<file path="config.mk">
export PLATFORM = sky130hd
export DESIGN_NAME = uir_ir_config
export DESIGN_NICKNAME = d
export VERILOG_FILES = /design/src/uir_pkg.sv /design/src/uir_ir_config.sv
export SDC_FILE = /design/constraint.sdc
export NUM_CORES = 1
export LEC_CHECK = 0
export BUFFER_PORTS_ARGS = -buffer_cell sky130_fd_sc_hd__buf_4
export CORE_UTILIZATION = 55
export CTS_CLUSTER_DIAMETER = 30
export DETAILED_ROUTE_END_ITERATION = 10
export GPL_TIMING_DRIVEN = 0
export PLACE_DENSITY = 0.76
export SYNTH_ARGS = -nofsm -noshare
export SYNTH_HDL_FRONTEND = slang
export SYNTH_SLANG_ARGS = --single-unit
export TNS_END_PERCENT = 20
</file>
<file path="constraint.sdc">
create_clock -name ref_clk -period 38 [get_ports ref_clk]
set_clock_uncertainty 0.2 [all_clocks]
set_input_delay 1.9 -clock ref_clk [delete_from_list [all_inputs] [get_ports ref_clk]]
set_output_delay 1.9 -clock ref_clk [all_outputs]
set_load 0.01 [all_outputs]
</file>
<file path="src/uir_pkg.sv">
package uir_pkg;
   // -------------------------------------------------------------------
   // register map
   // -------------------------------------------------------------------
   localparam logic [2:0] OFS_CTL = 3'h0;
   localparam logic [2:0] OFS_TXM = 3'h1;
   localparam logic [2:0] OFS_SEL = 3'h2;
   localparam logic [2:0] OFS_LINK = 3'h3;
   localparam logic [2:0] OFS_CFG1 = 3'h4;
   localparam logic [2:0] OFS_CFG3 = 3'h6;
   localparam logic [2:0] OFS_CFG4 = 3'h7;
   localparam logic [2:0] BANK_LEGACY = 3'h4;
   localparam logic [2:0] BANK_BASIC = 3'h5;
   localparam logic [2:0] BANK_PHY = 3'h6;
   localparam logic [2:0] BANK_CIR = 3'h7;
   localparam int BANK_FLAG_BIT = 7;
   // -------------------------------------------------------------------
   // reset values and writable-bit masks
   // -------------------------------------------------------------------
   localparam logic [7:0] RST_LEGACY = 8'h00;
   localparam logic [7:0] RST_BASIC = 8'h02;
   localparam logic [7:0] RST_ASKCTL = 8'h20;
   localparam logic [7:0] RST_SIRPW = 8'h00;
   localparam logic [7:0] RST_RXDC = 8'h29;
   localparam logic [7:0] RST_TXMC = 8'h69;
   localparam logic [7:0] RST_ZERO = 8'h00;
   localparam logic [7:0] MASK_LEGACY = 8'h0C;
   localparam logic [7:0] MASK_BASIC = 8'h13;
   localparam logic [7:0] MASK_ASKCTL = 8'hE0;
   localparam logic [7:0] MASK_SIRPW = 8'h0F;
   localparam logic [7:0] MSR_FIXED = 8'h30;
   // -------------------------------------------------------------------
   // field positions
   // -------------------------------------------------------------------
   localparam int POS_IFSEL = 2;
   localparam int POS_FDPLX = 0;
   localparam int POS_MSSEL = 1;
   localparam int POS_AUXRX = 4;
   localparam int POS_MODDIS = 6;
   localparam int POS_DEMDIS = 7;
   localparam int POS_BW = 5;
   localparam int POS_RXHS = 5;
   localparam int POS_TXHS = 6;
   localparam int POS_AUTOCFG = 3;
   localparam int POS_MODEOE = 0;
   localparam logic [3:0] SPW_FRAC = 4'h0;
   localparam logic [3:0] SPW_FIXED = 4'hD;
   // -------------------------------------------------------------------
   // timing
   // -------------------------------------------------------------------
   localparam int CLK_PERIOD_NS = 8;
   localparam int SIR_FIXED_NS = 1600;
   localparam int SIR_FIXED_CYC = SIR_FIXED_NS / CLK_PERIOD_NS;
   localparam int SIR_FRAC_TICKS = 3;
   localparam int REF_KHZ = 125000;
   // -------------------------------------------------------------------
   // types
   // -------------------------------------------------------------------
   typedef enum logic [1:0] {
      MODE_SERIAL = 2'b00,
      MODE_RSVD = 2'b01,
      MODE_ASK = 2'b10,
      MODE_SIR = 2'b11
   } uir_mode_t;
   typedef enum logic [1:0] {
      PS_IDLE = 2'b00,
      PS_FRAC = 2'b01,
      PS_FIXED = 2'b10
   } uir_pulse_t;
endpackage

</file>
<file path="src/uir_ir_config.sv">
`timescale 1ns/1ns
module uir_ir_config (
   input wire logic ref_clk,
   input wire logic reset,
   input wire logic [2:0] regAddr,
   input wire logic [7:0] regWrData,
   input wire logic regWrEn,
   input wire logic regRdEn,
   output logic [7:0] regRdData,
   input wire logic extendedMode,
   input wire uir_pkg::uir_mode_t extModeSel,
   input wire logic loopbackEn,
   input wire logic irTxActive,
   input wire logic irRxPrimary,
   input wire logic irRxAux,
   input wire logic [7:0] msrRaw,
   input wire logic msIrqRaw,
   input wire logic baudTick16,
   input wire logic sirPulseReq,
   input wire logic cirDemodEn,
   output uir_pkg::uir_mode_t activeMode,
   output logic irRxData,
   output logic [7:0] modemStatusReg,
   output logic modemStatusIrq,
   output logic askTxModEn,
   output logic askRxDemodEn,
   output logic sirTxPulse,
   output logic [4:0] demodCenterFreq,
   output logic [2:0] demodBandwidth,
   output logic rxHighSpeedCarrier,
   output logic carrierAccepted,
   output logic [8:0] txCarrierKhz,
   output logic [2:0] transceiverModeOutputs,
   output logic transceiverModeOe,
   output logic [7:0] linkControlReg
);
   import uir_pkg::*;

   // -------------------------------------------------------------------
   // registers
   // -------------------------------------------------------------------
   logic [7:0] legacySel_ff, basic_ff, askCtl_ff, sirPw_ff, rxDc_ff;
   logic [7:0] txMc_ff, cirCfg_ff, cfg1_ff, cfg3_ff, cfg4_ff;
   logic [7:0] link_ff, rdData_ff;
   logic [2:0] bank_ff;
   logic [1:0] rxPrimSync_ff, rxAuxSync_ff;
   logic rxLast_ff, accept_ff, pulse_ff;
   logic [11:0] period_ff;
   logic [7:0] pulseCnt_ff;
   uir_pulse_t pstate_ff, nxt_pstate;
   logic [7:0] nxt_pulseCnt;

   // write decode, bank-qualified; offset 03h is shared by every bank
   wire wrLink = regWrEn && regAddr == OFS_LINK;
   wire wrLegacy = regWrEn && bank_ff == BANK_LEGACY && regAddr == OFS_SEL;
   wire wrBasic = regWrEn && bank_ff == BANK_BASIC && regAddr == OFS_CFG1;
   wire wrAsk = regWrEn && bank_ff == BANK_PHY && regAddr == OFS_CTL;
   wire wrSirPw = regWrEn && bank_ff == BANK_PHY && regAddr == OFS_SEL;
   wire wrCir = regWrEn && bank_ff == BANK_CIR;
   wire isBankSel = regWrData[BANK_FLAG_BIT];

   // -------------------------------------------------------------------
   // register file
   // -------------------------------------------------------------------
   // reserved bits are stripped on write so they always read zero
   always_ff @(posedge ref_clk or posedge reset) begin
      if (reset) begin
         legacySel_ff <= RST_LEGACY;
         basic_ff <= RST_BASIC;
         askCtl_ff <= RST_ASKCTL;
         sirPw_ff <= RST_SIRPW;
      end else begin
         if (wrLegacy) legacySel_ff <= regWrData & MASK_LEGACY;
         if (wrBasic) basic_ff <= regWrData & MASK_BASIC;
         if (wrAsk) askCtl_ff <= regWrData & MASK_ASKCTL;
         if (wrSirPw) sirPw_ff <= regWrData & MASK_SIRPW;
      end
   end

   // consumer-IR and transceiver bank
   // field layouts here are only partly defined, so all eight bits are kept
   always_ff @(posedge ref_clk or posedge reset) begin
      if (reset) begin
         rxDc_ff <= RST_RXDC;
         txMc_ff <= RST_TXMC;
         cirCfg_ff <= RST_ZERO;
         cfg1_ff <= RST_ZERO;
         cfg3_ff <= RST_ZERO;
         cfg4_ff <= RST_ZERO;
      end else if (wrCir) begin
         if (regAddr == OFS_CTL) rxDc_ff <= regWrData;
         if (regAddr == OFS_TXM) txMc_ff <= regWrData;
         if (regAddr == OFS_SEL) cirCfg_ff <= regWrData;
         if (regAddr == OFS_CFG1) cfg1_ff <= regWrData;
         if (regAddr == OFS_CFG3) cfg3_ff <= regWrData;
         if (regAddr == OFS_CFG4) cfg4_ff <= regWrData;
      end
   end

   // link control and bank select share one location
   // a bank select write leaves the link byte untouched
   always_ff @(posedge ref_clk or posedge reset) begin
      if (reset) begin
         link_ff <= RST_ZERO;
         bank_ff <= 3'h0;
      end else if (wrLink) begin
         if (isBankSel) bank_ff <= regWrData[2:0];
         else begin
            link_ff <= regWrData;
            bank_ff <= 3'h0;
         end
      end
   end
   assign linkControlReg = link_ff;

   // -------------------------------------------------------------------
   // read path
   // -------------------------------------------------------------------
   // unmapped or reserved offsets fall to zero
   logic [7:0] rdMux;
   always_comb begin
      rdMux = 8'h00;
      if (regAddr == OFS_LINK) rdMux = link_ff;
      else case (bank_ff)
         BANK_LEGACY: if (regAddr == OFS_SEL) rdMux = legacySel_ff;
         BANK_BASIC: if (regAddr == OFS_CFG1) rdMux = basic_ff;
         BANK_PHY: begin
            if (regAddr == OFS_CTL) rdMux = askCtl_ff;
            if (regAddr == OFS_SEL) rdMux = sirPw_ff;
         end
         BANK_CIR: case (regAddr)
            OFS_CTL: rdMux = rxDc_ff;
            OFS_TXM: rdMux = txMc_ff;
            OFS_SEL: rdMux = cirCfg_ff;
            OFS_CFG1: rdMux = cfg1_ff;
            OFS_CFG3: rdMux = cfg3_ff;
            OFS_CFG4: rdMux = cfg4_ff;
            default: rdMux = 8'h00;
         endcase
         default: rdMux = 8'h00;
      endcase
   end

   // read data stands only in the cycle after the strobe
   always_ff @(posedge ref_clk or posedge reset) begin
      if (reset) rdData_ff <= 8'h00;
      else rdData_ff <= regRdEn ? rdMux : 8'h00;
   end
   assign regRdData = rdData_ff;

   // -------------------------------------------------------------------
   // mode selection and modem status
   // -------------------------------------------------------------------
   wire uir_mode_t legacyMode = uir_mode_t'(legacySel_ff[POS_IFSEL +: 2]);
   assign activeMode = extendedMode ? extModeSel : legacyMode;
   wire irMode = activeMode == MODE_ASK || activeMode == MODE_SIR;
   wire askMode = activeMode == MODE_ASK;
   // in serial mode the select bit has no effect at all
   wire msFixed = irMode && basic_ff[POS_MSSEL];
   assign modemStatusReg = msFixed ? MSR_FIXED : msrRaw;
   // loopback feeds msIrqRaw from the control bits; same gate applies
   assign modemStatusIrq = msIrqRaw && !msFixed;
   assign askTxModEn = askMode && !askCtl_ff[POS_MODDIS];
   assign askRxDemodEn = askMode && !askCtl_ff[POS_DEMDIS];

   // -------------------------------------------------------------------
   // receive path
   // -------------------------------------------------------------------
   // both pins are asynchronous; only the second flop is used
   always_ff @(posedge ref_clk or posedge reset) begin
      if (reset) begin
         rxPrimSync_ff <= 2'b00;
         rxAuxSync_ff <= 2'b00;
      end else begin
         rxPrimSync_ff <= {rxPrimSync_ff[0], irRxPrimary};
         rxAuxSync_ff <= {rxAuxSync_ff[0], irRxAux};
      end
   end
   wire rxPin = basic_ff[POS_AUXRX] ? rxAuxSync_ff[1] : rxPrimSync_ff[1];
   // half duplex optics echo the transmitter, so mask while sending
   wire rxMasked = irTxActive && !basic_ff[POS_FDPLX] && !loopbackEn;
   assign irRxData = irMode && !rxMasked && rxPin;

   // -------------------------------------------------------------------
   // receive demodulator window
   // -------------------------------------------------------------------
   wire demodOn = askMode ? askRxDemodEn : cirDemodEn;
   assign rxHighSpeedCarrier = cirCfg_ff[POS_RXHS];
   assign demodCenterFreq = demodOn ? rxDc_ff[4:0] : 5'h00;
   assign demodBandwidth = demodOn ? rxDc_ff[POS_BW +: 3] : 3'h0;

   // nominal subcarrier period in ref cycles; an approximation of the
   // centre tables, kept linear in frequency to stay small
   function automatic logic [11:0] nomPeriod(input logic [4:0] code, input logic hs, input logic ask);
      logic [16:0] khz;
      khz = 17'd0;
      if (ask) khz = 17'd500;
      else if (hs) khz = 17'd400 + 17'(code) * 17'd8;
      else khz = 17'd27 + 17'(code);
      // slow carriers exceed the 12-bit period counter, so pin them at its ceiling
      if (17'(REF_KHZ) / khz > 17'h00FFF) nomPeriod = 12'hFFF;
      else nomPeriod = 12'(17'(REF_KHZ) / khz);
   endfunction

   wire [11:0] nomCyc = nomPeriod(demodCenterFreq, rxHighSpeedCarrier, askMode);
   wire [11:0] halfWin = 12'((15'(nomCyc) * 15'(demodBandwidth)) >> 4);
   wire rxRise = rxPin && !rxLast_ff;
   // window sums are one bit wider so a wide bandwidth cannot wrap around
   wire [12:0] periodNow = {1'b0, period_ff} + 13'h0001;
   wire [12:0] winLo = {1'b0, nomCyc} - {1'b0, halfWin};
   wire [12:0] winHi = {1'b0, nomCyc} + {1'b0, halfWin};
   wire inWindow = periodNow >= winLo && periodNow <= winHi;

   // period measured between rising edges; saturates on a dead line
   always_ff @(posedge ref_clk or posedge reset) begin
      if (reset) begin
         rxLast_ff <= 1'b0;
         period_ff <= 12'h000;
         accept_ff <= 1'b0;
      end else begin
         rxLast_ff <= rxPin;
         if (rxRise) begin
            period_ff <= 12'h000;
            accept_ff <= demodOn && inWindow;
         end else if (period_ff != 12'hFFF) period_ff <= period_ff + 12'h001;
      end
   end
   assign carrierAccepted = accept_ff;

   // -------------------------------------------------------------------
   // transmit carrier and transceiver mode pins
   // -------------------------------------------------------------------
   // low codes 3..29 span 30..56 kHz; three high codes, others reserved
   function automatic logic [8:0] carrierKhz(input logic [4:0] code, input logic hs);
      carrierKhz = 9'h000;
      if (!hs && code >= 5'h03 && code <= 5'h1D) carrierKhz = 9'(code) + 9'h01B;
      else if (hs && code == 5'h03) carrierKhz = 9'h190;
      else if (hs && code == 5'h08) carrierKhz = 9'h1C2;
      else if (hs && code == 5'h0B) carrierKhz = 9'h1E0;
   endfunction
   assign txCarrierKhz = carrierKhz(txMc_ff[4:0], cirCfg_ff[POS_TXHS]);

   wire autoCfg = cfg1_ff[POS_AUTOCFG];
   assign transceiverModeOe = cfg4_ff[POS_MODEOE];
   assign transceiverModeOutputs = (autoCfg && !irMode) ? 3'h0 : cfg1_ff[2:0];

   // -------------------------------------------------------------------
   // SIR pulse shaper
   // -------------------------------------------------------------------

   // reserved width codes fall back to the 3/16 width
   // the fixed width counts ref cycles, so it is exact only at 125 MHz
   wire fixedWidth = sirPw_ff[3:0] == SPW_FIXED;
   always_comb begin
      nxt_pstate = pstate_ff;
      nxt_pulseCnt = pulseCnt_ff;
      case (pstate_ff)
         PS_IDLE: if (sirPulseReq && activeMode == MODE_SIR) begin
            nxt_pstate = fixedWidth ? PS_FIXED : PS_FRAC;
            nxt_pulseCnt = fixedWidth ? 8'(SIR_FIXED_CYC - 1) : 8'(SIR_FRAC_TICKS);
         end
         PS_FRAC: if (baudTick16) begin
            nxt_pulseCnt = pulseCnt_ff - 8'h01;
            if (pulseCnt_ff == 8'h01) nxt_pstate = PS_IDLE;
         end
         PS_FIXED: begin
            nxt_pulseCnt = pulseCnt_ff - 8'h01;
            if (pulseCnt_ff == 8'h00) nxt_pstate = PS_IDLE;
         end
         default: nxt_pstate = PS_IDLE;
      endcase
   end

   always_ff @(posedge ref_clk or posedge reset) begin
      if (reset) begin
         pstate_ff <= PS_IDLE;
         pulseCnt_ff <= 8'h00;
         pulse_ff <= 1'b0;
      end else begin
         pstate_ff <= nxt_pstate;
         pulseCnt_ff <= nxt_pulseCnt;
         pulse_ff <= nxt_pstate != PS_IDLE;
      end
   end
   assign sirTxPulse = pulse_ff;

   logic [8:0] pulseLen_ff;
   always_ff @(posedge ref_clk or posedge reset) begin
      if (reset) pulseLen_ff <= 9'h000;
      else pulseLen_ff <= sirTxPulse ? pulseLen_ff + 9'h001 : 9'h000;
   end
endmodule

</file>
Word level (Yosys, flattened, before mapping)
Cells that the tools add are included.
{"block": "op_classes", "n_lt_le_gt_ge": 5, "n_reduce_logical": 51, "add_sub_neg": 8, "eq_ne": 22, "div_mod_pow": 1, "mux": 35, "multipliers": 1, "bitwise": 1}
{"cell": "$mux W8", "count": 8}
{"cell": "$pmux W8 S6", "count": 1}
{"cell": "$mux W12", "count": 3}
{"cell": "$mux W9", "count": 4}
{"cell": "$pmux W8 S4", "count": 1}
{"cell": "$logic_and A1 B1 Y1", "count": 27}
{"cell": "$pmux W8 S3", "count": 1}
{"cell": "$eq A3 B3 Y1 const B", "count": 7}
{"cell": "$mux W10", "count": 2}
{"cell": "$div A17 B17 Y17 const A", "count": 1}
{"cell": "$gt A17 B12 Y1 const B", "count": 1}
{"cell": "$mul A12 B3 Y15", "count": 1}
{"cell": "$reduce_and A2 Y1", "count": 7}
{"cell": "$add A12 B1 Y13 const B", "count": 1}
{"cell": "$add A12 B11 Y13", "count": 1}
{"cell": "$ge A13 B13 Y1", "count": 1}
{"cell": "$le A13 B13 Y1", "count": 1}
{"cell": "$sub A12 B11 Y13", "count": 1}
{"cell": "$add A12 B1 Y12 const B", "count": 1}
{"cell": "$mux W2", "count": 6}
{"cell": "$ne A12 B12 Y1 const B", "count": 1}
{"cell": "$add A9 B8 Y10 const A", "count": 1}
{"cell": "$eq A5 B4 Y1 const B", "count": 2}
{"cell": "$mux W5", "count": 2}
{"cell": "26 further kinds", "count": 42}
{"block": "totals", "inputBits": 34, "out_inout_bits": 54, "elab_cells": 145, "register_bits": 107}

Depth between registers and ports, before layout
Gate-level depths: netlist of the first run.
{"block": "logic_depth", "ltp_word": 16, "mapped_depth": 191, "depth_no_buf": 180}

Worst setup path before layout of the first run
Ideal clock, no wire load.
{"block": "synth_path", "path_type": "input port to flip-flop", "from": "in extendedMode", "to": "reg accept_ff, in the netlist carrierAccepted", "t_required_ns": 37.670, "slack_ns": 3.637, "path_stages": 176, "n_path_buf": 12, "t_arrival_ns": 34.033, "cell_sequence": "or3b_2 clkbuf_1 nand3_1 o21ai_0 clkbuf_1 and2_1 ha_1 nand3b_1 o21ai_0 a22oi_1 o211ai_1 ha_1 a21oi_1 o21ai_0 o211a_1 clkbuf_1 o21ai_0 ha_1 [... 140 more ...] a21oi_1 o21ai_0 a21oi_1 o21ai_0 and2_1 o21ai_0 nand2_1 xnor2_1 ha_1 nand4_1 o311ai_0 a21oi_1 nor2b_1 o21ai_0 nand2b_1 a21oi_1 o211ai_1 o21ai_0"}
{"block": "synth_between", "elab_chain_cells": 16}
{"element": "from (decl)", "line_no": "uir_ir_config.sv:10", "source": "input wire logic extendedMode,"}
{"element": "$mux W2 (*)", "line_no": "uir_ir_config.sv:155", "source": "assign activeMode = extendedMode ? extModeSel : legacyMode;"}
{"element": "$eq A2 B2 Y1 (*)", "line_no": "uir_ir_config.sv:157", "source": "wire askMode = activeMode == MODE_ASK;"}
{"element": "$logic_and A1 B1 Y1", "line_no": "uir_ir_config.sv:164", "source": "assign askRxDemodEn = askMode && !askCtl_ff[POS_DEMDIS];"}
{"element": "$mux W1 (*)", "line_no": "uir_ir_config.sv:187", "source": "wire demodOn = askMode ? askRxDemodEn : cirDemodEn;"}
{"element": "$mux W5 (*)", "line_no": "uir_ir_config.sv:189", "source": "assign demodCenterFreq = demodOn ? rxDc_ff[4:0] : 5'h00;"}
{"element": "named net demodCenterFreq[2]", "line_no": "uir_ir_config.sv:28", "source": "output logic [4:0] demodCenterFreq,"}
{"element": "$add A9 B8 Y10 / $add A5 B5 Y6 (equally long branches)", "line_no": "uir_ir_config.sv:198, uir_ir_config.sv:199"}
{"element": "$mux W10 (*)", "line_no": "uir_ir_config.sv:198", "source": "else if (hs) khz = 17'd400 + 17'(code) * 17'd8;"}
{"element": "$mux W10 (*)", "line_no": "uir_ir_config.sv:197", "source": "if (ask) khz = 17'd500;"}
{"element": "$div A17 B17 Y17 (*)", "line_no": "uir_ir_config.sv:201, uir_ir_config.sv:202"}
{"element": "$gt A17 B12 Y1", "line_no": "uir_ir_config.sv:201", "source": "if (17'(REF_KHZ) / khz > 17'h00FFF) nomPeriod = 12'hFFF;"}
{"element": "$mux W12 (*)", "line_no": "uir_ir_config.sv:201"}
{"element": "$mul A12 B3 Y15", "line_no": "uir_ir_config.sv:206", "source": "wire [11:0] halfWin = 12'((15'(nomCyc) * 15'(demodBandwidth)) >> 4);"}
{"element": "$sub A12 B11 Y13 / $add A12 B11 Y13 (equally long branches)", "line_no": "uir_ir_config.sv:210, uir_ir_config.sv:211"}
{"element": "$ge A13 B13 Y1 / $le A13 B13 Y1 (equally long branches)", "line_no": "uir_ir_config.sv:212", "source": "wire inWindow = periodNow >= winLo && periodNow <= winHi;"}
{"element": "$logic_and A1 B1 Y1 (*)", "line_no": "uir_ir_config.sv:212"}
{"element": "$logic_and A1 B1 Y1 (*)", "line_no": "uir_ir_config.sv:224", "source": "accept_ff <= demodOn && inWindow;"}
{"element": "to (signal assigned)", "line_no": "uir_ir_config.sv:224"}
{"element": "to (decl)", "line_no": "uir_ir_config.sv:47", "source": "logic rxLast_ff, accept_ff, pulse_ff;"}
Mark *: on every way through the listed nets, which the timed path passes. The rest lies on a longest branch.
A chain may end at the register's enable or synchronous reset.

Worst setup path after layout of the first run
{"block": "layout_path", "from": "in extendedMode", "to": "reg accept_ff, in the netlist carrierAccepted"}
{"block": "layout_between", "elab_chain_cells": 16}
{"element": "$mux W2 (*)", "line_no": "uir_ir_config.sv:155"}
{"element": "$eq A2 B2 Y1 (*)", "line_no": "uir_ir_config.sv:157"}
{"element": "$logic_and A1 B1 Y1", "line_no": "uir_ir_config.sv:164"}
{"element": "$mux W1", "line_no": "uir_ir_config.sv:187"}
{"element": "$mux W5", "line_no": "uir_ir_config.sv:189"}
{"element": "$add A9 B8 Y10 / $add A5 B5 Y6 (equally long branches)", "line_no": "uir_ir_config.sv:198, uir_ir_config.sv:199"}
{"element": "$mux W10", "line_no": "uir_ir_config.sv:198"}
{"element": "$mux W10", "line_no": "uir_ir_config.sv:197"}
{"element": "$div A17 B17 Y17", "line_no": "uir_ir_config.sv:201, uir_ir_config.sv:202"}
{"element": "$gt A17 B12 Y1", "line_no": "uir_ir_config.sv:201"}
{"element": "$mux W12", "line_no": "uir_ir_config.sv:201"}
{"element": "$mul A12 B3 Y15", "line_no": "uir_ir_config.sv:206"}
{"element": "$sub A12 B11 Y13 / $add A12 B11 Y13 (equally long branches)", "line_no": "uir_ir_config.sv:210, uir_ir_config.sv:211"}
{"element": "$ge A13 B13 Y1 / $le A13 B13 Y1 (equally long branches)", "line_no": "uir_ir_config.sv:212"}
{"element": "$logic_and A1 B1 Y1", "line_no": "uir_ir_config.sv:212"}
{"element": "$logic_and A1 B1 Y1 (*)", "line_no": "uir_ir_config.sv:224"}
Mark *: on every way between the ends. The rest lies on a longest branch, timed or not.

==> impl_metrics.ini, run 1 <==
[global_route]
track_usage_pct = 31.07
antenna_found_initial = 0
vias_in_the_first_global_route = 14040
wire_length_of_the_first_global_routing_pass_mm = 68.34
globalRouteOverflowTotal = 0
grt_max_degree = 70

[critical_path]
ff_to_ff_end = carrierAccepted
timing.critical_path.required_ps = 38030
worst_r2r_path_cells = 179
cpPeakStageDelay_ps = 570
rr_startpoint = legacySel_ff[3]
start_kind = primary input
arrival_ps = 35860
timing.reg2reg.setup_slack_ps = 3370
worst-path-max-fanout = 13
path_common_cell = sky130_fd_sc_hd__ha_1
timing.critical_path.to_type = flop
worstSetupPathType = in -> reg
crit_slowest_cell = sky130_fd_sc_hd__or4_4
cp-startpoint = extendedMode

[floorplan]
initial_core_util_pct = 56.07
num_rows = 59
io_pins = 88
core_area_um2 = 26060
die_y_um = 165.0
fp.dieArea_um2 = 27220
die_w_um = 165.0

[final_layout]
syn2layout_area_growth_pct = 13.80
finalInstanceArea_um2 = 16630
number_of_nets_in_the_final_layout = 2174
layout_cell_share_with_drive_strength_beyond_1_pct = 17.76
insertedDiodeCount = 0
n_fill_cell = 2291

[drt]
final_routed_drc_violation_total = 0
route.antenna.remaining_nets = 0
post_drt_via_cell_ratio = 6.341
drt_pre_antenna_iters = 5
wl_per_cell_um = 18.43
totalWireLength_mm = 42.29
dr_total_vias = 14550
initialDrtViolationCount = 1029

[yosys]
synth_top_cell_by_area = sky130_fd_sc_hd__dfrtp_1
avgSynthCellArea_um2 = 7.992
synth_top_area_share_pct = 16.79
syn_inst = 1828
synth_cell_type_count = 95
main_area_contributors_after_synthesis = sky130_fd_sc_hd__dfrtp_1 17%, sky130_fd_sc_hd__ha_1 15%, sky130_fd_sc_hd__mux2_2 7.5%, sky130_fd_sc_hd__nor2_1 5.3%, sky130_fd_sc_hd__xnor2_1 5.2%
synth-seq-area-share_pct = 18.40
ys_warn_count = 0
synth_flop_cell = sky130_fd_sc_hd__dfrtp_1
synth_enable_flop_cells = 0
mappedNetlistArea_um2 = 14610
async_flop_share_pct = 100.0
yosys_register_bits = 107

[clock_network]
tritoncts = built
clkLatencyLatePin_ps = 350
clockRootBuffer = sky130_fd_sc_hd__clkbuf_16
worst_setup_hold_path_clk_slew_ps = 70
clkSinkCount = 107
cts_hold_buffers = 0
htree_num_levels = 3
tritoncts.num_buffers = 9
cts.path.max_buffers = 2

[timing]
final_number_of_max_transition_violations = 0
slew_headroom_pct = 17.89
finalCritPeriodShare_pct = 94.30
finalHoldViolations = 0
tightest_slew_ps = 1229
fmaxAchievable_ghz = 0.02791
tns_ps = 0
finalWorstSetupSlack_ps = 2166
fin_crit_ps = 35830
setup-violations-final = 0
worst_hold_slack_ps = 151.9

[worst_hold_path]
worstHoldStart = rxAuxSync_ff[0]
hp-class = reg -> reg
hold_path_depth = 0
hold_end = rxAuxSync_ff[1]

[place]
place_congestion = 0.9535
placement.cell_area_um2 = 15770
post-place-ws_ps = -4520
dpl.hpwl_mm = 32.71
buffer_ports.inserted = 81

[flow_run]
drv.max_cap_violation_count = 0

[outcome]
result_of_the_run = finished, final reports clean
what timing repair did:
| action | 4_1_cts | 5_1_grt |
|---|---|---|
| gates cloned | 0 | 0 |
| pin swaps | 6 | 21 |
| setup buffers | 8 | 20 |
| resized for setup | 40 | 73 |
| endpoints found under the setup margin | 1 | 1 |
flip-flops by register name (all words and copies together) (netlist names), 2 cells and up:
signal and flops:
period_ff 12, cfg1_ff 8, cfg3_ff 8, cfg4_ff 8, cirCfg_ff 8, pulseCnt_ff 8
regRdData 8, rxDc_ff 8, txMc_ff 8, linkControlReg 7, sirPw_ff 4, askCtl_ff 3
bank_ff 3, basic_ff 3, legacySel_ff 2, pstate_ff 2, rxAuxSync_ff 2, rxPrimSync_ff 2
area by class of cell:
cell class              count  area, µm²  area share [%]
inverters                  90      340.3           2.047
flip-flops and latches    107       2689           16.17
well taps                 335      419.2           2.521
clock inverters             6      56.30          0.3387
clock buffers              10      229.0           1.377
multi-input cells        1570      11690           70.33
plain buffers              58      281.5           1.693
repair buffers            118      917.1           5.516
how the worst max path moves through the flow:
stage	to	slack, ps	cells after the start
finish	carrierAccepted	2170	181
global placement	carrierAccepted	-4660	179
CTS	carrierAccepted	110	180
global route	carrierAccepted	-170	183
floorplan	carrierAccepted	3640	176
detailed placement	carrierAccepted	-4520	182
worst max-delay path: cells and delay by family:
| family | cells | cell delay (ps) |
|---|---|---|
| and+or+nand+nor | 51 | 7730 |
| muxes | 2 | 670 |
| adders and majority gates | 18 | 5340 |
| buffers and inverters | 20 | 3130 |
| AOI/OAI and AO/OA | 87 | 16580 |
| xor gates and xnor gates | 3 | 410 |
routing by layer:
| metal | global-route usage (%) | wire, µm |
|---|---|---|
| met1 | 39.36 | 18040 |
| met2 | 54.85 | 20750 |
| met3 | 2.612 | 2342 |
| met4 | 10.93 | 1154 |
| met5 | 0 | 0 |
cell usage after synthesis (18+ instances only):
| master | count |
|---|---|
| sky130_fd_sc_hd__nor2_1 | 206 |
| sky130_fd_sc_hd__ha_1 | 174 |
| sky130_fd_sc_hd__a21oi_1 | 148 |
| sky130_fd_sc_hd__nand2_1 | 136 |
| sky130_fd_sc_hd__dfrtp_1 | 98 |
| sky130_fd_sc_hd__mux2_2 | 97 |
| sky130_fd_sc_hd__inv_1 | 87 |
| sky130_fd_sc_hd__xnor2_1 | 86 |
| sky130_fd_sc_hd__o21ai_0 | 80 |
| sky130_fd_sc_hd__clkbuf_1 | 50 |
| sky130_fd_sc_hd__nor3_1 | 50 |
| sky130_fd_sc_hd__a21o_1 | 48 |
| sky130_fd_sc_hd__nand3_1 | 40 |
| sky130_fd_sc_hd__nor2b_1 | 31 |
| sky130_fd_sc_hd__and2_1 | 30 |
| sky130_fd_sc_hd__xor2_1 | 30 |
| sky130_fd_sc_hd__o21a_1 | 24 |
| sky130_fd_sc_hd__nand2b_1 | 23 |
| sky130_fd_sc_hd__and3_1 | 22 |
| sky130_fd_sc_hd__mux2i_1 | 18 |
| sky130_fd_sc_hd__o211ai_1 | 18 |
cells in the final DEF (no fill, tap or decap), types with 10 or more instances in the layout:
master,instances
sky130_fd_sc_hd__buf_4,118
sky130_fd_sc_hd__ha_1,171
sky130_fd_sc_hd__a21oi_1,141
sky130_fd_sc_hd__xnor2_1,85
sky130_fd_sc_hd__or3_1,10
sky130_fd_sc_hd__o21ai_1,15
sky130_fd_sc_hd__a31oi_1,12
sky130_fd_sc_hd__a21o_1,47
sky130_fd_sc_hd__xor2_1,30
sky130_fd_sc_hd__nand2_1,135
sky130_fd_sc_hd__clkbuf_1,35
sky130_fd_sc_hd__nor2b_1,31
sky130_fd_sc_hd__o21ai_0,67
sky130_fd_sc_hd__dfrtp_1,98
sky130_fd_sc_hd__fa_1,12
sky130_fd_sc_hd__a211oi_1,12
sky130_fd_sc_hd__inv_1,86
sky130_fd_sc_hd__nand3b_1,11
sky130_fd_sc_hd__and3_1,21
sky130_fd_sc_hd__nand2b_1,23
sky130_fd_sc_hd__o31ai_1,14
sky130_fd_sc_hd__nor2_1,204
sky130_fd_sc_hd__o211ai_1,18
sky130_fd_sc_hd__o21a_1,23
sky130_fd_sc_hd__nand3_1,36
sky130_fd_sc_hd__a22oi_1,10
sky130_fd_sc_hd__nand4_1,17
sky130_fd_sc_hd__or2_2,11
sky130_fd_sc_hd__o211a_1,10
sky130_fd_sc_hd__mux2i_1,18
sky130_fd_sc_hd__mux2_2,97
sky130_fd_sc_hd__and2_1,27
sky130_fd_sc_hd__nor3_1,49
cell families after synthesis:
group | share of synthesized area (%)
other cells | 0.05140
flops | 18.40
fa+ha+maj | 16.55
buf+inv | 4.059
xor+xnor | 6.954
mux | 8.709
compound gates | 23.77
simple gates | 21.50
metrics by stage:
stage / utilization, % / std cells
after floorplan: - / 1831
after global placement: 60.05 / 2247
after detailed placement: 60.53 / 2255
after CTS: 62.38 / 2277
after global routing: 63.80 / 2294
final: 63.80 / 2294
Power of run 1 is not shown: default switching activity piles up to over one toggle a cycle in this logic, so the estimate is an artifact.
==> run 2, diff against run 1 <==
==> constraint.sdc (replaced) <==
create_clock -name ref_clk -period 43.4 [get_ports ref_clk]
set_clock_uncertainty 0.2 [all_clocks]
set_input_delay 2.17 -clock ref_clk [delete_from_list [all_inputs] [get_ports ref_clk]]
set_output_delay 2.17 -clock ref_clk [all_outputs]
set_load 0.01 [all_outputs]
==> impl_metrics.ini, run 2 (synthesized netlist as in run 1, its figures left out) <==
[floorplan]
core_area_um2 = 26060
num_rows = 59
io_pins = 88
initial_core_util_pct = 56.07
fp.dieArea_um2 = 27220
die_w_um = 165.0
die_y_um = 165.0

[final_layout]
multi_input_gate_area_um2 = 11420
insertedDiodeCount = 0
layout_commonest_cell = sky130_fd_sc_hd__nor2_1
layout_cell_share_with_drive_strength_beyond_1_pct = 14.32
largest_register_by_flop_count = period_ff
number_of_nets_in_the_final_layout = 2150
utilization_pct = 61.86
n_fill_cell = 2343
mostFrequentLayoutCells = 206 x sky130_fd_sc_hd__nor2_1, 174 x sky130_fd_sc_hd__ha_1, 147 x sky130_fd_sc_hd__a21oi_1
largest_register_ff_count = 12
sequential_cell_area_um2 = 2689
syn2layout_area_growth_pct = 10.34

[drt]
wl_per_cell_um = 18.24
final_routed_drc_violation_total = 0
dr_total_vias = 14390
route.antenna.remaining_nets = 0
totalWireLength_mm = 41.40
initialDrtViolationCount = 978
drt_pre_antenna_iters = 6
post_drt_via_cell_ratio = 6.337

[global_route]
antenna_found_initial = 0
gr-max-usage-layer = met2
track_usage_pct = 30.83
wire_length_of_the_first_global_routing_pass_mm = 67.76
vias_in_the_first_global_route = 13900
globalRouteOverflowTotal = 0
groute.layer.met3.usage_pct = 2.562
global_route.usage.met1_pct = 39.21
grt.met2_usage_pct = 54.53
grt_max_degree = 70

[critical_path]
timing.critical_path.required_ps = 43420
crit_slowest_cell = sky130_fd_sc_hd__or3b_2
timing.reg2reg.setup_slack_ps = 4660
rr_startpoint = legacySel_ff[2]
cpPeakStageDelay_ps = 610
path_common_cell = sky130_fd_sc_hd__o21ai_0
timing.critical_path.to_type = flop
arrival_ps = 40210
worst-path-max-fanout = 11
cp-startpoint = extendedMode
worstSetupPathType = in -> reg
start_kind = primary input

[flow_run]
drv.max_cap_violation_count = 0

[place]
post-place-ws_ps = 610.2
place_congestion = 0.9535
buffer_ports.inserted = 81
dpl.hpwl_mm = 32.71

[timing]
fmaxAchievable_ghz = 0.02488
tightest_slew_ps = 1384
finalHoldViolations = 0
setup-violations-final = 0
final_number_of_max_transition_violations = 0
finalCritPeriodShare_pct = 92.60
finalWorstSetupSlack_ps = 3214
fin_crit_ps = 40190
slew_headroom_pct = 6.998
rsz_0062_raised_after_global_routing = no
tns_ps = 0

[clock_network]
clockRootBuffer = sky130_fd_sc_hd__clkbuf_16
cts_hold_buffers = 0
htree_num_levels = 3
worst_setup_hold_path_clk_slew_ps = 70
cts.path.max_buffers = 2
clkLatencyLatePin_ps = 350
tritoncts.num_buffers = 9
clkSinkCount = 107
tritoncts = built

[outcome]
result_of_the_run = finished, final reports clean

[worst_hold_path]
worstHoldStart = rxAuxSync_ff[0]
hp-class = reg -> reg
-- run 2: final cells by class --
cell class                      count  share of cell area [%]
Clock buffer                       10                   1.420
Inverter                           90                   2.111
Timing Repair Buffer               90                   4.385
Sequential cell                   107                   16.68
Clock inverter                      6                  0.3493
Tap cell                          335                   2.600
Buffer                             62                   1.607
Multi-Input combinational cell   1570                   70.85
-- run 2: critical path: cells and delay by family --
family,cells,cell delay [ps]
AOI/OAI and AO/OA,88,19210
adders and majority gates,18,5770
buffers and inverters,21,4210
and+or+nand+nor,48,7980
xor gates and xnor gates,1,80
muxes,2,690
-- run 2: per-layer routing --
layer	share of wire (%)	vias up	wire length, µm
met5	0	-	0
met4	2.4	0	990
met3	5.6	83	2306
met2	49	500	20160
met1	43	6896	17940
li1	-	6907	-
-- run 2: worst paths after layout --
check                      depth (start not counted)              end
setup / recovery                                 178  carrierAccepted
hold / removal                                     0  rxAuxSync_ff[1]
setup reg to reg                                 177  carrierAccepted
hold reg to reg                                    0  rxAuxSync_ff[1]
max in group asynchronous                          3       txMc_ff[3]
min in group asynchronous                          2     period_ff[3]
-- run 2: what timing repair did --
action	CTS	global route
buffers inserted	0	1
endpoints found under the setup margin	0	1
hold endpoints to repair	0	0
gates resized for setup	0	29
-- run 2: per-stage QoR --
stage / cells / cell area [µm²] / hold slack, ps
global route: 2270 / 16120 / 168.4
global placement: 2247 / 15650 / 132.0
CTS: 2271 / 16060 / 155.3
detailed placement: 2255 / 15770 / 141.8
floorplan: 1831 / 14620 / 131.2
finish: 2270 / 16120 / 151.9
Power of run 2 is left out for the same reason.
